==> config.mk <==
export PLATFORM = sky130hd
export DESIGN_NAME = jbt_tap
export DESIGN_NICKNAME = d
export VERILOG_FILES = /design/src/rtl/jbt_tap.v
export VERILOG_INCLUDE_DIRS = /design/src /design/src/rtl
export SDC_FILE = /design/constraint.sdc
export NUM_CORES = 1
export LEC_CHECK = 0
export BUFFER_PORTS_ARGS = -buffer_cell sky130_fd_sc_hd__buf_2
export CAP_MARGIN = 5
export CORE_ASPECT_RATIO = 1.4
export CORE_MARGIN = 2
export CORE_UTILIZATION = 47
export CTS_CLUSTER_SIZE = 10
export DETAILED_ROUTE_END_ITERATION = 8
export PLACE_DENSITY = 0.72
export RECOVER_POWER = 100
export SETUP_SLACK_MARGIN = 0.05
export SKIP_CTS_REPAIR_TIMING = 1
export SYNTH_ARGS = -nofsm -noshare
export SYNTH_HDL_FRONTEND = slang
export SYNTH_SLANG_ARGS = --single-unit
==> constraint.sdc <==
create_clock -name clk -period 7.26 [get_ports clk]
set_input_delay 0.726 -clock clk [delete_from_list [all_inputs] [get_ports clk]]
set_output_delay 0.726 -clock clk [all_outputs]
set_load 0.02 [all_outputs]
==> src/rtl/jbt_tap_defs.vh <==
`ifndef JBT_TAP_DEFS_VH
`define JBT_TAP_DEFS_VH
// TAP states, one-hot, sixteen of them
`define JBT_ST_RESET   16'h0001
`define JBT_ST_IDLE    16'h0002
`define JBT_ST_SELDR   16'h0004
`define JBT_ST_CAPDR   16'h0008
`define JBT_ST_SHDR    16'h0010
`define JBT_ST_EX1DR   16'h0020
`define JBT_ST_PAUSEDR 16'h0040
`define JBT_ST_EX2DR   16'h0080
`define JBT_ST_UPDDR   16'h0100
`define JBT_ST_SELIR   16'h0200
`define JBT_ST_CAPIR   16'h0400
`define JBT_ST_SHIR    16'h0800
`define JBT_ST_EX1IR   16'h1000
`define JBT_ST_PAUSEIR 16'h2000
`define JBT_ST_EX2IR   16'h4000
`define JBT_ST_UPDIR   16'h8000
// Instruction codes, 4-bit register
`define JBT_IR_EXTEST  4'h0
`define JBT_IR_SAMPLE  4'h1
`define JBT_IR_IDCODE  4'he
`define JBT_IR_BYPASS  4'hf
`define JBT_IR_CAPVAL  4'h1
// Cells per I/O: input, output, enable
`define JBT_CELLS      3
`define JBT_CELL_IN    0
`define JBT_CELL_OUT   1
`define JBT_CELL_OE    2
// Undriven TMS and TDI read as ones
`define JBT_PIN_IDLE   2'h3
`endif

==> src/rtl/jbt_tap.v <==
`timescale 1ns/1ps
`include "jbt_tap_defs.vh"
module jbt_tap #(
    parameter        NUM_IO   = 4,           // User I/O count
    parameter [3:0]  VERSION  = 4'h0,        // Arbitrary value
    parameter [15:0] PART_NUM = 16'h0001,    // Arbitrary value
    parameter [10:0] MAKER_ID = 11'h001      // Arbitrary value
) (
    input  wire              clk,            // 20 MHz system clock
    input  wire              rst,            // Async reset, power-up
    input  wire              tck,            // Test clock pin
    input  wire              tms,            // Mode select pin, pulled up outside
    input  wire              tdi,            // Test data in, pulled up outside
    input  wire              trstN,          // Test reset, active low
    input  wire              configured,     // Device holds a configuration
    input  wire [NUM_IO-1:0] padIn,          // Pad input levels
    input  wire [NUM_IO-1:0] coreOut,        // Core output data
    input  wire [NUM_IO-1:0] coreOe,         // Core output enables
    output reg  [NUM_IO-1:0] padOut,         // Pad output data
    output reg  [NUM_IO-1:0] padOe,          // Pad output enables
    output reg  [NUM_IO-1:0] coreIn,         // Pad data toward core
    output reg               ioEnable,       // Global I/O enable
    output reg               tdo,            // Test data out
    output reg               tdoOe           // TDO drive enable
);
    localparam CHAIN = NUM_IO * `JBT_CELLS;

    // Synchronisers for the test pins and the pads
    reg [1:0] tckS_q, tmsS_q, tdiS_q, trstS_q;
    reg       tckOld_q;
    reg [NUM_IO-1:0] padS1_q, padS2_q;
    always @(posedge clk or posedge rst) begin
        if (rst) begin
            tckS_q   <= 2'h0;
            tmsS_q   <= `JBT_PIN_IDLE;
            tdiS_q   <= `JBT_PIN_IDLE;
            tckOld_q <= 1'b0;
            padS1_q  <= {NUM_IO{1'b0}};
            padS2_q  <= {NUM_IO{1'b0}};
        end else begin
            tckS_q   <= {tckS_q[0], tck};
            tmsS_q   <= {tmsS_q[0], tms};
            tdiS_q   <= {tdiS_q[0], tdi};
            tckOld_q <= tckS_q[1];
            padS1_q  <= padIn;
            padS2_q  <= padS1_q;
        end
    end

    // Edge strobes last one clk; TCK phases must each span two clk
    wire tckRise = tckS_q[1] & ~tckOld_q;
    wire tckFall = ~tckS_q[1] & tckOld_q;
    wire tmsV    = tmsS_q[1];
    wire tdiV    = tdiS_q[1];
    // TRST clears its pair at once; release is retimed to clk so the
    // TAP registers never leave reset close to an edge
    wire trstClr = rst | ~trstN;
    always @(posedge clk or posedge trstClr) begin
        if (trstClr) begin
            trstS_q <= 2'h0;
        end else begin
            trstS_q <= {trstS_q[0], 1'b1};
        end
    end

    // Test logic reset: power-up or TRST, neither waits for TCK
    wire tapClr = rst | ~trstS_q[1];

    // Next-state of the sixteen-state controller
    reg [15:0] st_q, st_d;
    always @* begin
        case (st_q)
            `JBT_ST_RESET:   st_d = tmsV ? `JBT_ST_RESET : `JBT_ST_IDLE;
            `JBT_ST_IDLE:    st_d = tmsV ? `JBT_ST_SELDR : `JBT_ST_IDLE;
            `JBT_ST_SELDR:   st_d = tmsV ? `JBT_ST_SELIR : `JBT_ST_CAPDR;
            `JBT_ST_CAPDR:   st_d = tmsV ? `JBT_ST_EX1DR : `JBT_ST_SHDR;
            `JBT_ST_SHDR:    st_d = tmsV ? `JBT_ST_EX1DR : `JBT_ST_SHDR;
            `JBT_ST_EX1DR:   st_d = tmsV ? `JBT_ST_UPDDR : `JBT_ST_PAUSEDR;
            `JBT_ST_PAUSEDR: st_d = tmsV ? `JBT_ST_EX2DR : `JBT_ST_PAUSEDR;
            `JBT_ST_EX2DR:   st_d = tmsV ? `JBT_ST_UPDDR : `JBT_ST_SHDR;
            `JBT_ST_UPDDR:   st_d = tmsV ? `JBT_ST_SELDR : `JBT_ST_IDLE;
            `JBT_ST_SELIR:   st_d = tmsV ? `JBT_ST_RESET : `JBT_ST_CAPIR;
            `JBT_ST_CAPIR:   st_d = tmsV ? `JBT_ST_EX1IR : `JBT_ST_SHIR;
            `JBT_ST_SHIR:    st_d = tmsV ? `JBT_ST_EX1IR : `JBT_ST_SHIR;
            `JBT_ST_EX1IR:   st_d = tmsV ? `JBT_ST_UPDIR : `JBT_ST_PAUSEIR;
            `JBT_ST_PAUSEIR: st_d = tmsV ? `JBT_ST_EX2IR : `JBT_ST_PAUSEIR;
            `JBT_ST_EX2IR:   st_d = tmsV ? `JBT_ST_UPDIR : `JBT_ST_SHIR;
            `JBT_ST_UPDIR:   st_d = tmsV ? `JBT_ST_SELDR : `JBT_ST_IDLE;
            // Any code outside the sixteen falls back to reset
            default:         st_d = `JBT_ST_RESET;
        endcase
    end

    // Decoding shared by capture, shift and update paths
    function selBsr;
        input [3:0] ir;
        selBsr = (ir == `JBT_IR_EXTEST) | (ir == `JBT_IR_SAMPLE);
    endfunction

    // Shift stages, instruction and the data registers
    reg  [3:0]       irSh_q, ir_q;
    reg              byp_q;
    reg  [31:0]      idSh_q;
    reg  [CHAIN-1:0] bsSh_q, bsUpd_q;
    wire [31:0]      idVal = {VERSION, PART_NUM, MAKER_ID, 1'b1};
    wire             bsrSel = selBsr(ir_q);
    wire             idSel  = (ir_q == `JBT_IR_IDCODE);
    wire             extest = (ir_q == `JBT_IR_EXTEST);
    wire [CHAIN-1:0] bsCap;

    // Parallel-in per cell; pad capture needs enabled input buffers
    genvar g;
    generate
        for (g = 0; g < NUM_IO; g = g + 1) begin : gCell
            assign bsCap[g*`JBT_CELLS+`JBT_CELL_IN]  = padS2_q[g] & ioEnable;
            assign bsCap[g*`JBT_CELLS+`JBT_CELL_OUT] = coreOut[g];
            assign bsCap[g*`JBT_CELLS+`JBT_CELL_OE]  = coreOe[g];
        end
    endgenerate

    // TAP registers advance on sampled TCK rising edges
    always @(posedge clk or posedge tapClr) begin
        if (tapClr) begin
            st_q    <= `JBT_ST_RESET;
            irSh_q  <= 4'h0;
            ir_q    <= `JBT_IR_IDCODE;
            byp_q   <= 1'b0;
            idSh_q  <= 32'h0;
            bsSh_q  <= {CHAIN{1'b0}};
            bsUpd_q <= {CHAIN{1'b0}};
        end else if (tckRise) begin
            st_q <= st_d;
            // Capture and update act on the edge that leaves the state
            case (st_q)
                // IDCODE is the instruction after any reset
                `JBT_ST_RESET: ir_q <= `JBT_IR_IDCODE;
                `JBT_ST_CAPIR: irSh_q <= `JBT_IR_CAPVAL;
                `JBT_ST_SHIR:  irSh_q <= {tdiV, irSh_q[3:1]};
                `JBT_ST_UPDIR: ir_q <= irSh_q;
                `JBT_ST_CAPDR: begin
                    byp_q  <= 1'b0;
                    idSh_q <= idVal;
                    // Chain captures only when it is the selected path
                    if (bsrSel) begin
                        bsSh_q <= bsCap;
                    end
                end
                `JBT_ST_SHDR: begin
                    byp_q  <= tdiV;
                    idSh_q <= {tdiV, idSh_q[31:1]};
                    if (bsrSel) begin
                        bsSh_q <= {tdiV, bsSh_q[CHAIN-1:1]};
                    end
                end
                `JBT_ST_UPDDR: begin
                    if (bsrSel) begin
                        bsUpd_q <= bsSh_q;
                    end
                end
                default: begin
                end
            endcase
        end
    end

    // TDO changes on the falling edge; unknown codes fall to bypass
    always @(posedge clk or posedge rst) begin
        if (rst) begin
            tdo   <= 1'b1;
            tdoOe <= 1'b0;
        end else if (tckFall) begin
            tdoOe <= (st_q == `JBT_ST_SHDR) | (st_q == `JBT_ST_SHIR);
            if (st_q == `JBT_ST_SHIR) begin
                tdo <= irSh_q[0];
            end else if (bsrSel) begin
                tdo <= bsSh_q[0];
            end else if (idSel) begin
                tdo <= idSh_q[0];
            end else begin
                tdo <= byp_q;
            end
        end
    end

    // Pad muxing; whole I/O ring held off until configured
    integer i;
    always @(posedge clk or posedge rst) begin
        if (rst) begin
            ioEnable <= 1'b0;
            padOut   <= {NUM_IO{1'b0}};
            padOe    <= {NUM_IO{1'b0}};
            coreIn   <= {NUM_IO{1'b0}};
        end else begin
            ioEnable <= configured;
            // padOut stays ungated; padOe alone keeps an unconfigured pin off
            for (i = 0; i < NUM_IO; i = i + 1) begin
                padOut[i] <= extest ? bsUpd_q[i*`JBT_CELLS+`JBT_CELL_OUT] : coreOut[i];
                padOe[i]  <= configured &
                             (extest ? bsUpd_q[i*`JBT_CELLS+`JBT_CELL_OE] : coreOe[i]);
                coreIn[i] <= configured & padS2_q[i];
            end
        end
    end
endmodule // jbt_tap

==> flow_metrics.py, run 1 <==
metrics = {
    "detailed_routing": {
        "wire_per_inst_um": 16.73,
        "routed_wl_mm": 8.966,
        "ant_nets": 0,
        "routed_via_density": 5.787,
        "vias": 3102,
        "first_pass_iters": 5,
        "first_iter_violations": 275,
        "drc_errors": 0,
    },
    "timing": {
        "worst_pin_slew_ns": 4.005,
        "finalCritPeriodShare_pct": 58.93,
        "timing.final.crit_period_ns": 4.278,
        "slew_violations": 109,
        "fmax_ghz": 0.2337,
        "finalHoldViolations": 0,
        "finalSetupTns_ns": 0,
        "rsz0062_at_grt": "no",
        "skew_ns": 0.008155,
        "setup_viol": 0,
        "holdWs_ns": 0.2711,
        "slew_headroom_pct": -167.0,
        "timing.final.ws_setup_ns": 2.982,
    },
    "clock_network": {
        "path_clk_slew_ns": 0.07,
        "clock-sinks": 108,
        "clockBufferDepth": 2,
        "cts-htree-levels": 3,
        "numCtsBuffers": 9,
        "cts-root-buf": "clkbuf_16",
        "tritoncts": "yes",
        "clkLatencyLatePin_ns": 0.34,
    },
    "critical_path": {
        "crit_path_start": "rst",
        "r2r_cells": 2,
        "cp-start-kind": "input port",
        "worstPathArrival_ns": 3.81,
        "cp-end-kind": "asynchronous set/reset pin",
        "crit_family": "buffers and inverters",
        "path_buf_inv": 2,
        "cp_slowest_cell": "clkbuf_1",
        "worst_path_largest_cell_delay_ns": 2.80,
        "worstReg2RegStart": "trstS_q[1]$_DFF_PP0_",
        "crit_path_frequent_cell": "clkbuf_1",
        "path_class": "in -> async",
        "crit_required_ns": 6.79,
        "crit_cells": 3,
        "crit_fanout": 76,
        "path_cells": "clkbuf_1, nor2b_4, clkbuf_1",
    },
    "yosys": {
        "synth_top_cell_by_area": "dfrtp_1",
        "ys.warnings.count": 0,
        "syn_nets": 421,
        "synth_area_leaders": "dfrtp_1 54%, a22o_1 5.8%, dfstp_2 5.2%",
        "yosysSeqAreaShare_pct": 59.39,
        "ys_seq_elements": 108,
        "synthCells": 402,
        "netlist_area_sq_mm": 0.004569,
        "ys_async_sr_fraction_pct": 100.0,
        "synth.avg_cell_area_sq_um": 11.37,
        "synth_cell_type_count": 50,
        "synth_top_area_share_pct": 54.22,
        "synth-main-ff-cell": "dfrtp_1",
        "synth_edf_count": 0,
    },
    "finish": {
        "design_area_sq_mm": 0.004986,
        "synthToLayoutAreaGrowth_pct": 9.118,
        "fin_cells": 536,
        "diodes": 0,
        "drive_gt1_share_pct": 12.91,
        "fin_nets": 440,
        "final_core_util_pct": 52.71,
    },
    "floorplanning": {
        "pin_count": 34,
        "die-height_um": 120.7,
        "fp-row-count": 42,
        "die_x_um": 87.33,
        "core_sq_mm": 0.009459,
        "initial_utilization_pct": 48.31,
        "dieArea_sq_mm": 0.01054,
    },
    "global_routing": {
        "gr-total-overflow": 0,
        "grt_antenna_before_repair": 0,
        "grt_pass1_wl_mm": 15.28,
        "grt_max_degree": 77,
        "grt_util_all_layers_pct": 18.68,
        "grt_pass1_vias": 3171,
    },
    "placement": {
        "gp_congestion": 0.8792,
        "port_buffers": 33,
        "placed_cells": 519,
        "placed_area_sq_mm": 0.004722,
        "place_ws_ns": 3.972,
        "hpwl_mm": 5.956,
    },
    "job": {
        "maxCapViolations": 2,
    },
    "power_and_ir_drop": {
        "finalPower_mw": 1.313,
        "power_density_mw_per_mm2": 263.4,
        "ir_drop_uv": 198.0,
        "power_leakage_nw": 2.254,
    },
    "status": {
        "status": "finished with violations",
        "violations": "capacitance limit, slew limit",
    },
    "worst_hold_path": {
        "hp-class": "in -> async",
    },
}
==> cell usage after synthesis (all sizes together), types with 5 or more instances <==
master and number:
nor2 22, inv 6, clkbuf 14, nor3 7
nand2 49, o22a 6, dfstp 9, nor4 9
nand4 6, xor2 5, mux2 11, dfrtp 99
buf 13, nor2b 8, mux2i 8, o21ai 38
a21oi 8, and2 5, a22o 30
==> worst paths after layout <==
check,end,slack (ns)
min,trstS_q[0]$_DFF_PP0_,0.27
max reg2reg,idSh_q[25]$_DFFE_PP0P_,3.15
min reg2reg,padS2_q[3]$_DFF_PP0_,0.35
max in group clk,idSh_q[26]$_DFFE_PP0P_,3.49
min in group clk,padS2_q[3]$_DFF_PP0_,0.35
max,idSh_q[25]$_DFFE_PP0P_,2.98
==> cell usage in the layout, fill, tap and decap left out, types with 5 or more instances in the layout <==
cell type	Yosys	layout
a21oi_1	8	8
a22o_1	30	30
and2_0	0	5
buf_2	3	16
clkbuf_1	14	19
clkbuf_16	0	9
dfrtp_1	99	99
dfstp_2	9	8
inv_1	6	6
mux2_2	11	11
mux2i_1	8	8
nand2_1	49	49
nand4_1	6	6
nor2_1	22	22
nor2b_1	8	7
nor3_1	6	7
nor4_1	8	9
o21ai_0	28	37
o22a_1	6	6
xor2_1	5	5
==> routing by layer <==
metal | share of wire (%) | track usage, % | wire, um
met1 | 41 | 23.54 | 3698
met2 | 51 | 30.63 | 4614
met3 | 4.2 | 3.345 | 376
met4 | 3.1 | 9.231 | 276
met5 | 0 | 0 | 0
==> registers in the layout (all words and copies together), names as in the netlist, 2 cells and up <==
register  flops
padS2_q       4
tmsS_q        2
bsUpd_q       8
tckS_q        2
padS1_q       4
trstS_q       2
st_q         16
padOe         4
coreIn        4
tdiS_q        2
irSh_q        4
padOut        4
bsSh_q       12
ir_q          4
idSh_q       31
==> power breakdown <==
part,total [mW],leakage (nW),internal [mW],switching (mW)
clock,0.512,0.156,0.284,0.228
sequential,0.654,1.38,0.629,0.0248
combinational,0.147,0.714,0.0562,0.0907
==> cell families after synthesis <==
| group | Yosys count | synth area share (%) |
|---|---|---|
| other | 1 | 0.08207 |
| AND/OR/NAND/NOR | 135 | 15.75 |
| flip-flops | 108 | 59.39 |
| multiplexers | 19 | 4.463 |
| buffers and inverters | 33 | 4.107 |
| AO/OA/AOI/OAI | 98 | 14.68 |
| XOR/XNOR | 8 | 1.533 |
==> final cells by class <==
cell class | instances | area, sq um
fillers | 815 | 4473
multi-input cells | 261 | 1645
repair buffers | 35 | 151.4
inverters | 6 | 22.52
clock buffers | 10 | 239.0
flip-flops and latches | 108 | 2714
clock inverters | 6 | 76.32
well taps | 110 | 137.6
(Power assumes the default switching activity.)
==> run 2: changes to the inputs <==
==> constraint.sdc (replaced) <==
create_clock -name clk -period 4.2 [get_ports clk]
set_input_delay 0.42 -clock clk [delete_from_list [all_inputs] [get_ports clk]]
set_output_delay 0.42 -clock clk [all_outputs]
set_load 0.02 [all_outputs]
==> run 2 against run 1 <==
Sequential power up 73%. Die area unchanged. Critical endpoint is now bsSh_q[11]$_DFFE_PP0P_. Hold slack worse by 0.30 ns. Clock-buffer cell count up 1. Clock power up 59%. First-iteration DRC count up 5.5%. The run ends with hold timing, capacitance limit, slew limit left.
==> flow_metrics.py, run 2 (same netlist as run 1, synthesis figures left out) <==
metrics = {
    "critical_path": {
        "rr_endpoint": "bsSh_q[11]$_DFFE_PP0P_",
        "worstPathArrival_ns": 3.56,
        "cp-end-kind": "flip-flop",
        "path_cells": "nor4_1, nand4_1, or2_0, nor4b_2, a21oi_1",
        "path_buf_inv": 0,
        "path_class": "reg -> reg",
        "crit_required_ns": 4.40,
        "crit_fanout": 31,
        "cp_slowest_cell": "or2_0",
        "cp-start-kind": "flip-flop",
        "worst_path_largest_cell_delay_ns": 0.87,
        "crit_cells": 5,
        "worstReg2RegStart": "st_q[8]$_DFFE_PP0P_",
        "rrSetupSlack_ns": 0.84,
        "crit_family": "simple AND/OR/NAND/NOR gates",
        "r2r_cells": 5,
    },
    "finish": {
        "drive_gt1_share_pct": 13.79,
        "synthToLayoutAreaGrowth_pct": 9.173,
        "fin_nets": 442,
        "regArea_sq_mm": 0.002714,
        "final_core_util_pct": 52.74,
        "multiInputGateArea_sq_mm": 0.001647,
        "fin_cells": 538,
        "top_register": "idSh_q",
        "mostFrequentLayoutCells": "99 x dfrtp_1, 49 x nand2_1, 37 x o21ai_0, 30 x a22o_1, 22 x nor2_1",
        "diodes": 0,
        "final_common_cell": "dfrtp_1",
        "largest_register_ffs": 31,
        "largest_registers": "idSh_q (31), st_q (16), bsSh_q (12)",
        "nFillCells": 834,
    },
    "global_routing": {
        "grt_antenna_before_repair": 0,
        "grt_util_all_layers_pct": 18.46,
        "gr-total-overflow": 0,
        "grtUsageMet3_pct": 3.481,
        "met1_usage_pct": 23.25,
        "grt_pass1_wl_mm": 15.15,
        "grt_pass1_vias": 3166,
        "gr-max-usage-layer": "met2",
        "grt_util_met2_pct": 29.97,
        "grt_max_degree": 77,
    },
    "timing": {
        "worst_pin_slew_ns": 1.842,
        "skew_ns": 0.008762,
        "fmax_ghz": 0.2976,
        "slew_headroom_pct": -22.78,
        "finalHoldViolations": 5,
        "timing.final.crit_period_ns": 3.361,
        "slew_violations": 109,
        "finalCritPeriodShare_pct": 80.01,
        "rsz0062_at_grt": "no",
        "holdWs_ns": -0.02543,
        "finalSetupTns_ns": 0,
        "setup_viol": 0,
    },
    "detailed_routing": {
        "ant_nets": 0,
        "routed_wl_mm": 8.985,
        "first_iter_violations": 290,
        "routed_via_density": 5.855,
        "wire_per_inst_um": 16.70,
        "first_pass_iters": 4,
        "drc_errors": 0,
        "vias": 3150,
    },
    "floorplanning": {
        "dieArea_sq_mm": 0.01054,
        "die_x_um": 87.33,
        "core_sq_mm": 0.009459,
        "fp-row-count": 42,
        "pin_count": 34,
        "die-height_um": 120.7,
        "initial_utilization_pct": 48.31,
    },
    "job": {
        "maxCapViolations": 2,
    },
    "clock_network": {
        "numCtsBuffers": 9,
        "cts-htree-levels": 3,
        "clockBufferDepth": 2,
        "clkLatencyLatePin_ns": 0.34,
        "cts-root-buf": "clkbuf_16",
        "path_clk_slew_ns": 0.07,
        "tritoncts": "yes",
        "clock-sinks": 108,
    },
    "power_and_ir_drop": {
        "power_leakage_nw": 2.259,
        "p_sw_share_pct": 25.80,
        "power_density_mw_per_mm2": 439.8,
        "finalPower_mw": 2.194,
        "clockPowerShare_pct": 37.2,
        "seq_power_share_pct": 51.6,
        "ir_drop_uv": 302.7,
        "p_sw_mw": 0.5660,
        "pwr-share-comb_pct": 11.3,
        "intPower_mw": 1.628,
    },
    "status": {
        "status": "finished with violations",
        "violations": "hold timing, capacitance limit, slew limit",
    },
    "worst_hold_path": {
        "hp-class": "in -> async",
    },
    "placement": {
        "port_buffers": 33,
        "gp_congestion": 0.8897,
        "placed_cells": 521,
        "hpwl_mm": 6.087,
    },
}
[run 2: through the flow]
step | instance area (sq um) | setup slack, ns
final | 4989 | 0.8395
after global placement | 4737 | 1.395
after global routing | 4989 | 0.5371
after floorplan | 4572 | 1.183
after CTS | 5037 | 1.264
after detailed placement | 4737 | 1.294
[run 2: layout make-up]
cell class              instances  area share [%]
clock buffers                  11           5.066
clock inverters                 5          0.9531
inverters                       6          0.4515
multi-input cells             261           33.01
flip-flops and latches        108           54.40
well taps                     110           2.759
repair buffers                 37           3.361
[run 2: worst max-delay path by stage]
stage | startpoint | end | slack (ns)
final | st_q[8]$_DFFE_PP0P_ | bsSh_q[11]$_DFFE_PP0P_ | 0.84
after global routing | st_q[9]$_DFFE_PP0P_ | bsSh_q[11]$_DFFE_PP0P_ | 0.54
after CTS | st_q[12]$_DFFE_PP0P_ | idSh_q[18]$_DFFE_PP0P_ | 1.26
after detailed placement | st_q[12]$_DFFE_PP0P_ | idSh_q[18]$_DFFE_PP0P_ | 1.29
after global placement | st_q[12]$_DFFE_PP0P_ | idSh_q[22]$_DFFE_PP0P_ | 1.39
after floorplan | rst | bsSh_q[0]$_DFFE_PP0P_ | 1.18
[run 2: power by group through the flow]
stage | clock [mW] | combinational (mW) | sequential, mW
4_1_cts | 0.834 | 0.256 | 1.13
5_1_grt | 0.871 | 0.275 | 1.14
3_5_place_dp | 0 | 0.255 | 1.15
6_report | 0.816 | 0.247 | 1.13
3_3_place_gp | 0 | 0.250 | 1.15
2_1_floorplan | 0 | 0.204 | 1.13
[run 2: per-layer routing]
metal | up-vias | wire, um | part of all wire, %
met1 | 1564 | 3804 | 42
met5 | - | 0 | 0
li1 | 1472 | - | -
met3 | 21 | 336 | 3.7
met2 | 93 | 4524 | 50
met4 | 0 | 320 | 3.6
==> run 3: changes to the inputs <==
==> constraint.sdc (replaced) <==
create_clock -name clk -period 3.4 [get_ports clk]
set_input_delay 0.34 -clock clk [delete_from_list [all_inputs] [get_ports clk]]
set_output_delay 0.34 -clock clk [all_outputs]
set_load 0.02 [all_outputs]
==> run 3 against run 2 <==
The run ends with capacitance limit, slew limit left. Wire length up 0.98%. Clock power up 21%. Flip-flop and latch count did not move.
==> flow_metrics.py, run 3 (same netlist as run 1, synthesis figures left out) <==
metrics = {
    "critical_path": {
        "cp-start-kind": "flip-flop",
        "worstPathArrival_ns": 3.06,
        "path_class": "reg -> reg",
        "crit_required_ns": 3.58,
        "cp-end-kind": "flip-flop",
        "crit_fanout": 12,
    },
    "status": {
        "status": "finished with violations",
        "violations": "capacitance limit, slew limit",
    },
    "placement": {
        "gp_congestion": 0.9176,
        "place_ws_ns": 0.6904,
        "placed_area_sq_mm": 0.004760,
        "port_buffers": 33,
        "hpwl_mm": 6.256,
    },
    "clock_network": {
        "path_clk_slew_ns": 0.07,
        "clockBufferDepth": 2,
        "clock-sinks": 108,
        "cts-root-buf": "clkbuf_16",
        "clkLatencyLatePin_ns": 0.34,
        "numCtsBuffers": 9,
        "cts-htree-levels": 3,
        "tritoncts": "yes",
    },
    "floorplanning": {
        "fp-row-count": 42,
        "pin_count": 34,
        "die_x_um": 87.33,
        "dieArea_sq_mm": 0.01054,
        "initial_utilization_pct": 48.31,
        "die-height_um": 120.7,
        "core_sq_mm": 0.009459,
    },
    "timing": {
        "skew_ns": 0.006259,
        "rsz0062_at_grt": "no",
        "timing.final.crit_period_ns": 2.883,
        "timing.final.ws_setup_ns": 0.5174,
        "fmax_ghz": 0.3469,
        "finalSetupTns_ns": 0,
        "holdWs_ns": 0.08847,
        "worst_pin_slew_ns": 1.857,
        "setup_viol": 0,
        "finalHoldViolations": 0,
        "slew_violations": 24,
        "finalCritPeriodShare_pct": 84.78,
        "slew_headroom_pct": -24.09,
    },
    "power_and_ir_drop": {
        "power_leakage_nw": 2.272,
        "ir_drop_uv": 390.6,
        "power_density_mw_per_mm2": 538.0,
    },
    "detailed_routing": {
        "first_iter_violations": 253,
        "ant_nets": 0,
        "routed_wl_mm": 9.073,
        "wire_per_inst_um": 16.74,
        "first_pass_iters": 5,
        "routed_via_density": 5.815,
        "drc_errors": 0,
        "vias": 3152,
    },
    "finish": {
        "diodes": 0,
        "mostFrequentLayoutCells": "99 x dfrtp_1, 49 x nand2_1, 38 x o21ai_0, 30 x a22o_1, 22 x nor2_1",
        "drive_gt1_share_pct": 13.89,
        "largest_registers": "idSh_q (31), st_q (16), bsSh_q (12)",
        "fin_nets": 446,
        "design_area_sq_mm": 0.005010,
        "largest_register_ffs": 31,
        "synthToLayoutAreaGrowth_pct": 9.638,
        "final_common_cell": "dfrtp_1",
        "final_core_util_pct": 52.96,
        "top_register": "idSh_q",
    },
    "worst_hold_path": {
        "hp-class": "in -> reg",
    },
    "global_routing": {
        "grt_pass1_wl_mm": 15.00,
        "gr-total-overflow": 0,
        "grt_util_all_layers_pct": 18.21,
        "grt_antenna_before_repair": 0,
        "grt_max_degree": 32,
        "grt_pass1_vias": 3199,
    },
    "job": {
        "maxCapViolations": 1,
    },
}
-- run 3: critical path, cell delays in order (launching register included) --
cell	delay, ns
dfrtp_1	0.49
or4_1	0.64
nor3_1	0.37
and4b_1	0.64
buf_4	0.28
mux2i_1	0.20
o21ai_0	0.11
-- run 3: final cells by class --
| class | count | area [sq um] |
|---|---|---|
| Timing Repair Buffer | 41 | 203.9 |
| Multi-Input combinational cell | 261 | 1653 |
| Fill cell | 829 | 4449 |
| Tap cell | 110 | 137.6 |
| Clock buffer | 11 | 242.7 |
| Clock inverter | 5 | 36.28 |
| Sequential cell | 108 | 2714 |
| Inverter | 6 | 22.52 |
-- run 3: path summary, 6_finish.rpt --
path / start / cells past startpoint / to / slack (ns)
setup / recovery: st_q[12]$_DFFE_PP0P_ / 6 / bsSh_q[2]$_DFFE_PP0P_ / 0.52
hold / removal: tms / 1 / tmsS_q[0]$_DFF_PP1_ / 0.09
setup reg to reg: st_q[12]$_DFFE_PP0P_ / 6 / bsSh_q[2]$_DFFE_PP0P_ / 0.52
hold reg to reg: padS1_q[2]$_DFF_PP0_ / 0 / padS2_q[2]$_DFF_PP0_ / 0.35
max in group asynchronous: trstS_q[1]$_DFF_PP0_ / 2 / bsSh_q[4]$_DFFE_PP0P_ / 0.93
min in group asynchronous: rst / 2 / padOe[2]$_DFF_PP0_ / 0.29
-- run 3: stage by stage --
stage	instances	power (mW)
5_1_grt	542	2.810
2_1_floorplan	402	1.654
3_5_place_dp	524	1.736
3_3_place_gp	524	1.729
6_report	542	2.695
4_1_cts	540	2.714
-- run 3: layer usage --
layer	GRT usage, %	up-vias	wire, um
li1	-	1475	-
met1	22.99	1585	3818
met2	30.30	75	4708
met3	3.072	17	314
met4	8.269	0	231
met5	0	-	0
-- run 3: report_power, final --
| part | leakage (nW) | switching (mW) | internal (mW) |
|---|---|---|---|
| sequential | 1.38 | 0.0547 | 1.34 |
| clock | 0.133 | 0.466 | 0.520 |
| combinational | 0.754 | 0.186 | 0.124 |
